`config.mk`:
```
export PLATFORM = sky130hd
export DESIGN_NAME = pdfs_top
export DESIGN_NICKNAME = d
export VERILOG_FILES = /design/src/rtl/pdfs_pkg.sv /design/src/rtl/pdfs_sync.sv /design/src/rtl/pdfs_hi_decode.sv /design/src/rtl/pdfs_top.sv
export VERILOG_INCLUDE_DIRS = /design/src /design/src/rtl
export SDC_FILE = /design/constraint.sdc
export NUM_CORES = 1
export LEC_CHECK = 0
export BUFFER_PORTS_ARGS = -buffer_cell sky130_fd_sc_hd__buf_2
export CORE_MARGIN = 4
export CORE_UTILIZATION = 35
export DETAILED_ROUTE_END_ITERATION = 8
export PLACE_DENSITY = 0.76
export SLEW_MARGIN = 40
export SYNTH_ARGS = -nofsm -noshare
export SYNTH_HDL_FRONTEND = slang
export SYNTH_SLANG_ARGS = --single-unit
```
`constraint.sdc`:
```
create_clock -name ref_clk_in -period 5 [get_ports ref_clk_in]
set_input_delay 1 -clock ref_clk_in [delete_from_list [all_inputs] [get_ports ref_clk_in]]
set_output_delay 1 -clock ref_clk_in [all_outputs]
set_load 0.1 [all_outputs]
```
`src/rtl/pdfs_consts.svh`:
```
// constants for the port d pin function select block
`ifndef PDFS_CONSTS_SVH
`define PDFS_CONSTS_SVH
`define PDFS_OFS_HI 4'h0
`define PDFS_OFS_LO 4'h4
`define PDFS_OFS_STAT 4'h8
`define PDFS_REG_W 16
`define PDFS_RST_HI 16'h0000
`define PDFS_RST_LO 16'h0000
`define PDFS_CODE_GPIO 2'h0
`define PDFS_CODE_DATA 2'h1
`define PDFS_CODE_IRQ 2'h2
`define PDFS_CODE_RSVD 2'h3
`define PDFS_HTRANS_NONSEQ 2'h2
`define PDFS_NUM_HI 8
`define PDFS_NUM_LO 16
`endif

```
`src/rtl/pdfs_pkg.sv`:
```
// types for the port d pin function select block
package pdfs_pkg;
  typedef enum logic [1:0] {
    PDFS_MODE_SINGLE,
    PDFS_MODE_EXT_ROM,
    PDFS_MODE_EXT_NOROM
  } pdfs_mode_t;

  typedef enum logic [1:0] {
    PDFS_FN_GPIO,
    PDFS_FN_DATA,
    PDFS_FN_IRQ,
    PDFS_FN_RSVD
  } pdfs_fn_t;

  typedef struct packed {
    logic [31:0] addr;
    logic write;
    logic valid;
  } pdfs_req_t;

  typedef struct packed {
    logic [23:0] gpio_oe;
    logic [23:0] gpio_o;
    logic [23:0] data_oe;
    logic [23:0] data_o;
  } pdfs_drive_t;
endpackage : pdfs_pkg

```
`src/rtl/pdfs_sync.sv`:
```
// two flip-flop synchroniser for pin levels
`timescale 1ns/100ps
module pdfs_sync #(
  parameter int W = 24
) (
  // clock and reset
  input wire logic ref_clk_in,
  input wire logic rstn_in,
  // levels
  input wire logic [W-1:0] async_in,
  output logic [W-1:0] sync_out
);
  logic [W-1:0] meta_q;
  logic [W-1:0] sync_q;

  always_ff @(posedge ref_clk_in) begin
    if (!rstn_in) begin
      meta_q <= '0;
      sync_q <= '0;
    end else begin
      meta_q <= async_in;
      sync_q <= meta_q;
    end
  end

  assign sync_out = sync_q;
endmodule : pdfs_sync

```
`src/rtl/pdfs_hi_decode.sv`:
```
// decode of one upper port d pin field into its effective function
`timescale 1ns/100ps
`include "pdfs_consts.svh"
module pdfs_hi_decode (
  // setting
  input wire logic [1:0] code_in,
  input wire pdfs_pkg::pdfs_mode_t mode_in,
  input wire logic cs0_wide_in,
  // result
  output pdfs_pkg::pdfs_fn_t fn_out
);
  always_comb begin
    fn_out = pdfs_pkg::PDFS_FN_GPIO;
    case (code_in)
      `PDFS_CODE_GPIO: begin
        // romless with a 24-bit area zero needs the upper data lanes
        if (mode_in == pdfs_pkg::PDFS_MODE_EXT_NOROM && cs0_wide_in) begin
          fn_out = pdfs_pkg::PDFS_FN_DATA;
        end
      end
      `PDFS_CODE_DATA: begin
        if (mode_in != pdfs_pkg::PDFS_MODE_SINGLE) begin
          fn_out = pdfs_pkg::PDFS_FN_DATA;
        end
      end
      `PDFS_CODE_IRQ: begin
        fn_out = pdfs_pkg::PDFS_FN_IRQ;
      end
      default: begin
        // reserved code: treated as a safe input-only state
        fn_out = pdfs_pkg::PDFS_FN_RSVD;
      end
    endcase
  end
endmodule : pdfs_hi_decode

```
`src/rtl/pdfs_top.sv`:
```
// port d pin function multiplexer with ahb-lite register slave
// Overview of operation
// - bits 15:14 select pin 23 function
// - bits 13:12 select pin 22 function
// - bits 11:10 select pin 21 function
// - bits 9:8 select pin 20 function
// - bits 7:6 select pin 19 function
// - bits 5:4 select pin 18 function
// - bits 3:2 select pin 17 function
// - bits 1:0 select pin 16 function
// - code 00 is data when romless wide
// - single-chip turns code 01 into gpio
// - low register is 16-bit read/write
// - romless extended forces low pins to data
// - rom extended honours low register
// - single-chip forces low pins to gpio
// - low register cleared only by power-on
//
// The implementer's own choices: the AHB-Lite register port and the register addresses.
`timescale 1ns/100ps
`include "pdfs_consts.svh"
module pdfs_top (
  // clock and resets
  input wire logic ref_clk_in,
  input wire logic rstn_in,
  input wire logic por_n_in,
  // operating mode straps
  input wire logic mode_ext_in,
  input wire logic rom_en_in,
  input wire logic cs0_wide_in,
  // ahb-lite slave
  input wire logic hsel_in,
  input wire logic [31:0] haddr_in,
  input wire logic [1:0] htrans_in,
  input wire logic hwrite_in,
  input wire logic [2:0] hsize_in,
  input wire logic [31:0] hwdata_in,
  input wire logic hready_in,
  output logic [31:0] hrdata_out,
  output logic hreadyout_out,
  output logic hresp_out,
  // port logic side
  input wire logic [23:0] gpio_o_in,
  input wire logic [23:0] gpio_oe_in,
  input wire logic [23:0] bus_data_o_in,
  input wire logic bus_data_oe_in,
  output logic [23:0] gpio_i_out,
  output logic [23:0] bus_data_i_out,
  output logic [7:0] ext_interrupt_out,
  // pins
  input wire logic [23:0] pd_pin_i_in,
  output logic [23:0] pd_pin_o_out,
  output logic [23:0] pd_pin_oe_out
);
  logic [`PDFS_REG_W-1:0] port_d_pins16_23_function_select_q;
  logic [`PDFS_REG_W-1:0] port_d_pins0_15_function_select_q;
  pdfs_pkg::pdfs_req_t req_q;
  pdfs_pkg::pdfs_mode_t mode;
  pdfs_pkg::pdfs_drive_t drv;
  pdfs_pkg::pdfs_fn_t fn_hi [`PDFS_NUM_HI];
  logic [23:0] pin_sync;
  logic [23:0] is_data;
  logic [23:0] is_gpio;
  logic [7:0] is_irq;
  logic [23:0] pin_o_d;
  logic [23:0] pin_oe_d;
  logic [23:0] pin_o_q;
  logic [23:0] pin_oe_q;
  logic [7:0] irq_q;
  logic [31:0] rdata_d;
  logic [31:0] rdata_q;
  logic [31:0] wdata_word;
  logic rsvd_seen_q;

  // mode from straps
  always_comb begin
    if (!mode_ext_in) begin
      mode = pdfs_pkg::PDFS_MODE_SINGLE;
    end else if (rom_en_in) begin
      mode = pdfs_pkg::PDFS_MODE_EXT_ROM;
    end else begin
      mode = pdfs_pkg::PDFS_MODE_EXT_NOROM;
    end
  end

  // bus address phase capture
  always_ff @(posedge ref_clk_in) begin
    if (!rstn_in) begin
      req_q <= '0;
    end else if (hready_in) begin
      req_q.valid <= hsel_in && htrans_in == `PDFS_HTRANS_NONSEQ;
      req_q.write <= hwrite_in;
      req_q.addr <= haddr_in;
    end
  end

  assign wdata_word = hwdata_in;

  // upper register follows the ordinary system reset
  always_ff @(posedge ref_clk_in) begin
    if (!rstn_in) begin
      port_d_pins16_23_function_select_q <= `PDFS_RST_HI;
    end else if (req_q.valid && req_q.write && req_q.addr[3:0] == `PDFS_OFS_HI) begin
      port_d_pins16_23_function_select_q <= wdata_word[`PDFS_REG_W-1:0];
    end
  end

  // low register keeps its value through manual and watchdog resets
  always_ff @(posedge ref_clk_in) begin
    if (!por_n_in) begin
      port_d_pins0_15_function_select_q <= `PDFS_RST_LO;
    end else if (rstn_in && req_q.valid && req_q.write
                 && req_q.addr[3:0] == `PDFS_OFS_LO) begin
      port_d_pins0_15_function_select_q <= wdata_word[`PDFS_REG_W-1:0];
    end
  end

  // sticky record of a reserved code written, readable for debug
  always_ff @(posedge ref_clk_in) begin
    if (!rstn_in) begin
      rsvd_seen_q <= 1'b0;
    end else if (is_rsvd_any()) begin
      rsvd_seen_q <= 1'b1;
    end
  end

  function automatic logic is_rsvd_any();
    logic r;
    r = 1'b0;
    for (int k = 0; k < `PDFS_NUM_HI; k++) begin
      r = r | (fn_hi[k] == pdfs_pkg::PDFS_FN_RSVD);
    end
    return r;
  endfunction : is_rsvd_any

  // read mux
  always_comb begin
    rdata_d = '0;
    if (req_q.valid && !req_q.write) begin
      case (req_q.addr[3:0])
        `PDFS_OFS_HI: rdata_d = {16'h0000, port_d_pins16_23_function_select_q};
        `PDFS_OFS_LO: rdata_d = {16'h0000, port_d_pins0_15_function_select_q};
        `PDFS_OFS_STAT: rdata_d = {29'h00000000, rsvd_seen_q, mode};
        default: rdata_d = '0;
      endcase
    end
  end

  always_ff @(posedge ref_clk_in) begin
    if (!rstn_in) begin
      rdata_q <= '0;
    end else begin
      rdata_q <= rdata_d;
    end
  end

  // zero-wait slave: data phase is the cycle after the address phase
  assign hrdata_out = rdata_d;
  assign hreadyout_out = 1'b1;
  assign hresp_out = 1'b0;

  pdfs_sync #(
    .W(24)
  ) u_sync (
    .ref_clk_in(ref_clk_in),
    .rstn_in(rstn_in),
    .async_in(pd_pin_i_in),
    .sync_out(pin_sync)
  );

  // per-pin function for the upper eight pins
  genvar g;
  generate
    for (g = 0; g < `PDFS_NUM_HI; g++) begin : g_hi
      pdfs_hi_decode u_dec (
        .code_in(port_d_pins16_23_function_select_q[2*g+1:2*g]),
        .mode_in(mode),
        .cs0_wide_in(cs0_wide_in),
        .fn_out(fn_hi[g])
      );
      assign is_data[16+g] = fn_hi[g] == pdfs_pkg::PDFS_FN_DATA;
      assign is_irq[g] = fn_hi[g] == pdfs_pkg::PDFS_FN_IRQ;
      assign is_gpio[16+g] = fn_hi[g] == pdfs_pkg::PDFS_FN_GPIO;
    end
    for (g = 0; g < `PDFS_NUM_LO; g++) begin : g_lo
      always_comb begin
        case (mode)
          pdfs_pkg::PDFS_MODE_EXT_NOROM: is_data[g] = 1'b1;
          pdfs_pkg::PDFS_MODE_EXT_ROM: is_data[g] = port_d_pins0_15_function_select_q[g];
          default: is_data[g] = 1'b0;
        endcase
      end
      assign is_gpio[g] = !is_data[g];
    end
  endgenerate

  // pin drive selection; irq and reserved pins are input only
  always_comb begin
    drv.gpio_oe = gpio_oe_in & is_gpio;
    drv.gpio_o = gpio_o_in & is_gpio;
    drv.data_oe = {24{bus_data_oe_in}} & is_data;
    drv.data_o = bus_data_o_in & is_data;
    pin_oe_d = drv.gpio_oe | drv.data_oe;
    pin_o_d = (drv.gpio_o & drv.gpio_oe) | (drv.data_o & drv.data_oe);
  end

  // registered pin drive and interrupt forwarding
  always_ff @(posedge ref_clk_in) begin
    if (!rstn_in) begin
      pin_o_q <= '0;
      pin_oe_q <= '0;
      irq_q <= '0;
    end else begin
      pin_o_q <= pin_o_d;
      pin_oe_q <= pin_oe_d;
      irq_q <= pin_sync[23:16] & is_irq;
    end
  end

  assign pd_pin_o_out = pin_o_q;
  assign pd_pin_oe_out = pin_oe_q;
  assign ext_interrupt_out = irq_q;
  assign gpio_i_out = pin_sync & is_gpio;
  assign bus_data_i_out = pin_sync & is_data;
endmodule : pdfs_top

```
==> results of run 1 <==
## area by class of cell
cell class	instances	area, µm²	area share
inverter	18	67.6	0.00877
antenna	3	7.51	0.000974
clock inverter	10	183	0.0237
multi-input combinational	427	2550	0.331
sequential	143	2860	0.372
clock buffer	22	474	0.0615
timing repair buffer	254	1290	0.168
tap	216	270	0.0351
## layout by cell type, fill, tap and decap left out, types with 2 or more instances in the layout
cell and instances:
a22oi_1 18, clkinv_2 2, o2111ai_1 24, clkbuf_8 3, a21boi_1 10, buf_2 246, dfxtp_1 143, nor2_1 51
diode_2 3, nand4_1 11, and2_1 65, and3b_1 8, conb_1 18, buf_4 8, clkbuf_1 2, o21ai_0 24
a21oi_1 44, inv_1 17, and4b_1 8, nand3_1 17, nor3b_2 2, clkinvlp_4 3, clkbuf_16 17, nor3_1 9
nand2_1 66, bufinv_16 5, a21boi_0 6, mux2i_1 29, nor3b_1 6
## worst reg2reg max path: cells and delay by family, from the launching register on
kind	cells	cell delay, ns
AND/OR/NAND/NOR	3	1.56
flip-flops	1	0.43
AO/OA/AOI/OAI	1	0.11
## stage by stage
| stage | std cells | setup WS [ns] | power (mW) | utilization | area (µm²) |
|---|---|---|---|---|---|
| floorplan | 645 | 0.283 | 1.63 | - | 5780 |
| global placement | 1056 | 1.10 | 1.73 | 0.441 | 7020 |
| detailed placement | 1058 | 1.05 | 1.74 | 0.441 | 7040 |
| CTS | 1090 | 1.04 | 3.15 | 0.483 | 7690 |
| global route | 1093 | 1.03 | 3.22 | 0.483 | 7700 |
| finish | 1093 | 1.17 | 3.12 | 0.483 | 7700 |
## power groups by stage
stage	Combinational, mW	Clock (mW)	Sequential, mW
floorplan	0.247	0	1.38
global placement	0.510	0	1.22
detailed placement	0.515	0	1.23
CTS	0.516	1.43	1.20
global route	0.540	1.48	1.20
finish	0.516	1.40	1.20
## kinds of logic after synthesis
kind of cell	Yosys count	synth area share
mux	30	0.0528
compound gates	128	0.144
buf+inv	75	0.0648
other cells	2	0.00131
flops	143	0.501
simple gates	251	0.235
## per-layer routing
metal,part of all wire,routed length (µm)
met3,0.088,1660
met5,0.0011,21
met2,0.49,9290
met4,0.017,316
met1,0.40,7510
## worst paths after layout
| kind | from | to | slack (ns) | cells after the start |
|---|---|---|---|---|
| min | u_sync.meta_q[16] | u_sync.sync_out[16] | 0.43 | 1 |
| max | rom_en_in | gpio_i_out[4] | 1.17 | 6 |
| max reg2reg | req_q[5] | port_d_pins0_15_function_select_q[3] | 2.79 | 4 |
| min reg2reg | u_sync.meta_q[16] | u_sync.sync_out[16] | 0.43 | 1 |
## registers in the layout, summed over array words and instances (netlist names)
signal,flops
pd_pin_oe_out,24
u_sync.sync_out,24
ext_interrupt_out,8
rsvd_seen_q,1
port_d_pins0_15_function_select_q,16
u_sync.meta_q,24
pd_pin_o_out,24
port_d_pins16_23_function_select_q,16
req_q,6
==> run metrics, run 1 <==
most instantiated cells after synthesis 143 x dfxtp_1, 66 x nand2_1, 65 x and2_1, 51 x nor2_1, 44 x a21oi_1; WP data required 4.00 ns; met2 Usage GRT 0.333; worst hold slack 0.428 ns; met3 track demand over resource 0.0739; worst hold path type flip-flop to flip-flop; setup total negative slack 0 ns; Initial Util 0.358; Crit path buffers/inverters 4; Slew Limit Headroom 0.442; Sw Share 0.291; post-synthesis to final-layout area growth 34.9%; clock network power share 0.450; Peak VDD IR 0.215 mV; Psw 0.909 mW; most common cell in the netlist dfxtp_1; TritonCTS clock tree yes; combinational share of power 0.165; CTS Hold Bufs 0; flops & latches, synth 143; Post-CTS Resized 0; Pins Over Slew Limit 0; Worst Path Arrival 2.83 ns; Worst-Margin Slew 0.834 ns; Row Count 46; P_int 2.21 mW; total CTS buffers 17; initial antenna violation count 5; Post-synth ARST share 0; EDFF count, synth 0; number of global-route vias before repair 5102; post-CTS setup buffer count 0; Antenna Nets Post-Route 0; Seq pwr share 0.385; Top delay family on crit path buffers and inverters; Die ar. 18400 µm²; Worst Setup Path Type input port to output port; Buffers on Ports 247; Final nets 1036; pin count of the biggest net entering global routing 51; Final min period 3.83 ns; Clock Tree Buf Depth 2; top cell type's share of synthesized area 0.501; Post-Syn Area 5710 µm²; Syn. warnings 0; Pwr Density 405 nW/µm²; Die Span X 136 µm; drt wl/cell 17.2 µm; Clk Latency, worst-skew pair 0.41 ns; # IOs 313; LEAKAGE 3.56 nW; dpl hpwl 13800 µm; Max Clock Freq 261 MHz; DRC viols 0; fill count 1556; via count 5388; unrepaired setup endpoints after global routing false; core footprint 15900 µm²; critical path's slowest cell o21ai_0; final WL 18800 µm; height of the chip 136 µm; first-pass GRT wire length 27800 µm; Max-cap violations 0; Avg Inst Size Synth 9.08 µm²; Via density 4.93; Yosys cell types 36; total grt overflow 0; Critical Path, Cell by Cell buf_2, inv_1, buf_4, o21ai_0, and2_1, buf_2; busiest grt layer met2; GR Layer Usage met1 0.230; Clock Sinks 143; H-tree Lvls 4; most frequently used flop master after synthesis dfxtp_1; fraction of layout cells with a size suffix above 1 0.332; Seq/Total Area, Yosys 0.501; final hold vios 0; cell taking the most area after synthesis dfxtp_1; clk root buf clkbuf_16; final worst-path cycle share 0.765; peak per-stage delay on the critical path 0.43 ns; critical path capture point type output port; Worst Skew 0.00621 ns; CTS clk-pin slew, worst paths 0.06 ns; CP startpoint kind input port; Syn Inst Count 629; Setup violations, final 0; drt first pass iters 5; Area contributors post-synth dfxtp_1 50%, and2_1 7.1%, mux2i_1 5.1%; GPL Wtd Cong 0.770; GR Util All Layers 0.196; outcome finished, final reports clean; most used cell, CP buf_2; DRT iter0 DRCs 276; worst-path fanout max 20
No activity file was read; power rests on OpenSTA's default activity.
==> run 2, diff against run 1 <==
==> constraint.sdc (replaced) <==
create_clock -name ref_clk_in -period 3.7 [get_ports ref_clk_in]
set_input_delay 0.74 -clock ref_clk_in [delete_from_list [all_inputs] [get_ports ref_clk_in]]
set_output_delay 0.74 -clock ref_clk_in [all_outputs]
set_load 0.1 [all_outputs]
==> run 2 against run 1 <==
Net effect: largest cell class unchanged; sequential power rose by 35%; utilization grew 1.5 points; global-route usage is 0.41 points higher; design area increased by 3.2%; combinational power rose by 37%.
==> run metrics, run 2 (same netlist as run 1, synthesis figures left out) <==
Clk Latency, worst-skew pair 0.42 ns; P_int 2.95 mW; fraction of layout cells with a size suffix above 1 0.342; Hold EP u_sync.sync_out[19]; worst-path fanout max 16; Sw Share 0.297; R2R Path End port_d_pins0_15_function_select_q[4]; Worst-Margin Slew 0.768 ns; Seq pwr share 0.387; Worst Setup Path Type flip-flop to output port; Setup violations, final 0; Peak VDD IR 0.315 mV; total CTS buffers 17; initial antenna violation count 3; Row Count 46; Post-CTS Resized 0; number of global-route vias before repair 5089; CP startpoint kind flip-flop; Final min period 3.14 ns; WP data required 2.96 ns; Initial Util 0.358; total grt overflow 0; via count 5427; most frequent cells in the layout 233 x buf_2, 143 x dfxtp_1, 66 x nand2_1; final worst-path cycle share 0.849; Die ar. 18400 µm²; height of the chip 136 µm; Critical R2R Launch req_q[5]; final WL 19200 µm; LEAKAGE 3.62 nW; DRT iter0 DRCs 288; Max-cap violations 0; unrepaired setup endpoints after global routing false; TritonCTS clock tree yes; peak per-stage delay on the critical path 0.48 ns; Clock Tree Buf Depth 2; Slew Limit Headroom 0.487; Die Span X 136 µm; critical path's slowest cell buf_2; Crit path buffers/inverters 1; Worst Skew 0.00600 ns; critical path capture point type output port; Pins Over Slew Limit 0; R2R cell count 5; Pwr Density 527 nW/µm²; clk root buf clkbuf_16; DRC viols 0; drt first pass iters 5; Core Util, Final 0.499; hold path start u_sync.meta_q[19]; Worst Path Arrival 2.40 ns; # IOs 313; post-CTS setup buffer count 0; Finished Layout Cells 1092; clock network power share 0.444; Top delay family on crit path simple AND/OR/NAND/NOR gates; placed cells 1060; combinational share of power 0.169; worst hold slack 0.429 ns; pin count of the biggest net entering global routing 47; CTS clk-pin slew, worst paths 0.06 ns; outcome finished, final reports clean; post-synthesis to final-layout area growth 39.2%; GR Util All Layers 0.201; Antenna Nets Post-Route 0; r2r setup slk 1.57 ns; first-pass GRT wire length 28000 µm; Via density 4.97; Buffers on Ports 247; Critical Path, Cell by Cell nor4b_1, nand2_1, a21oi_1, buf_2; setup total negative slack 0 ns; Inserted Diodes 0; Worst Slack Setup Final 0.558 ns; final hold vios 0; CTS Hold Bufs 0; H-tree Lvls 4; drt wl/cell 17.5 µm; Final nets 1038; Psw 1.25 mW; commonest non-fill, non-tap cell in the layout buf_2; GPL Wtd Cong 0.821; hold path depth 1; Clock Sinks 143; core footprint 15900 µm²; Max Clock Freq 318 MHz; dpl hpwl 14200 µm; worst hold path type flip-flop to flip-flop; Place WS 0.613 ns
[run 2: cell count changes in the layout (fill, tap and decap cells not counted), moves of 3 or more]
cell and delta:
buf_12 +15, buf_2 -13, clkbuf_8 -3, diode_2 -3
nor3b_1 -6, nor3b_2 +6
[run 2: power groups by stage]
stage | sequential [mW] | combinational (mW) | clock [mW]
6_report | 1.62 | 0.709 | 1.86
3_3_place_gp | 1.65 | 0.706 | 0
5_1_grt | 1.63 | 0.741 | 1.97
4_1_cts | 1.62 | 0.711 | 1.90
2_1_floorplan | 1.87 | 0.334 | 0
3_5_place_dp | 1.66 | 0.710 | 0
[run 2: final cells by class]
cell class | instances | area (µm²)
well taps | 216 | 270
repair buffers | 256 | 1530
multi-input cells | 427 | 2580
inverters | 18 | 67.6
clock inverters | 14 | 213
flip-flops and latches | 143 | 2860
clock buffers | 18 | 429
fillers | 1507 | 7990
[run 2: per-layer routing]
layer	part of all wire	up-vias	track usage
met5	0.0018	-	0
met4	0.023	6	0.0694
met3	0.086	41	0.0602
met2	0.49	236	0.343
met1	0.40	2535	0.239
li1	-	2609	-
[run 2: how the worst max path moves through the flow]
stage / depth (start not counted) / slack (ns) / from / to
floorplan: 4 / 0.09 / mode_ext_in / hrdata_out[0]
CTS: 4 / 0.53 / req_q[3] / hrdata_out[0]
global placement: 6 / 0.63 / cs0_wide_in / gpio_i_out[23]
global route: 4 / 0.37 / req_q[3] / hrdata_out[0]
detailed placement: 6 / 0.61 / cs0_wide_in / gpio_i_out[21]
finish: 4 / 0.56 / req_q[3] / hrdata_out[0]
[run 2: per-stage QoR]
stage | cell area (µm²) | power [mW]
final | 7950 | 4.19
after global routing | 7950 | 4.34
after CTS | 7950 | 4.23
after detailed placement | 7310 | 2.37
after global placement | 7310 | 2.36
after floorplan | 5820 | 2.20
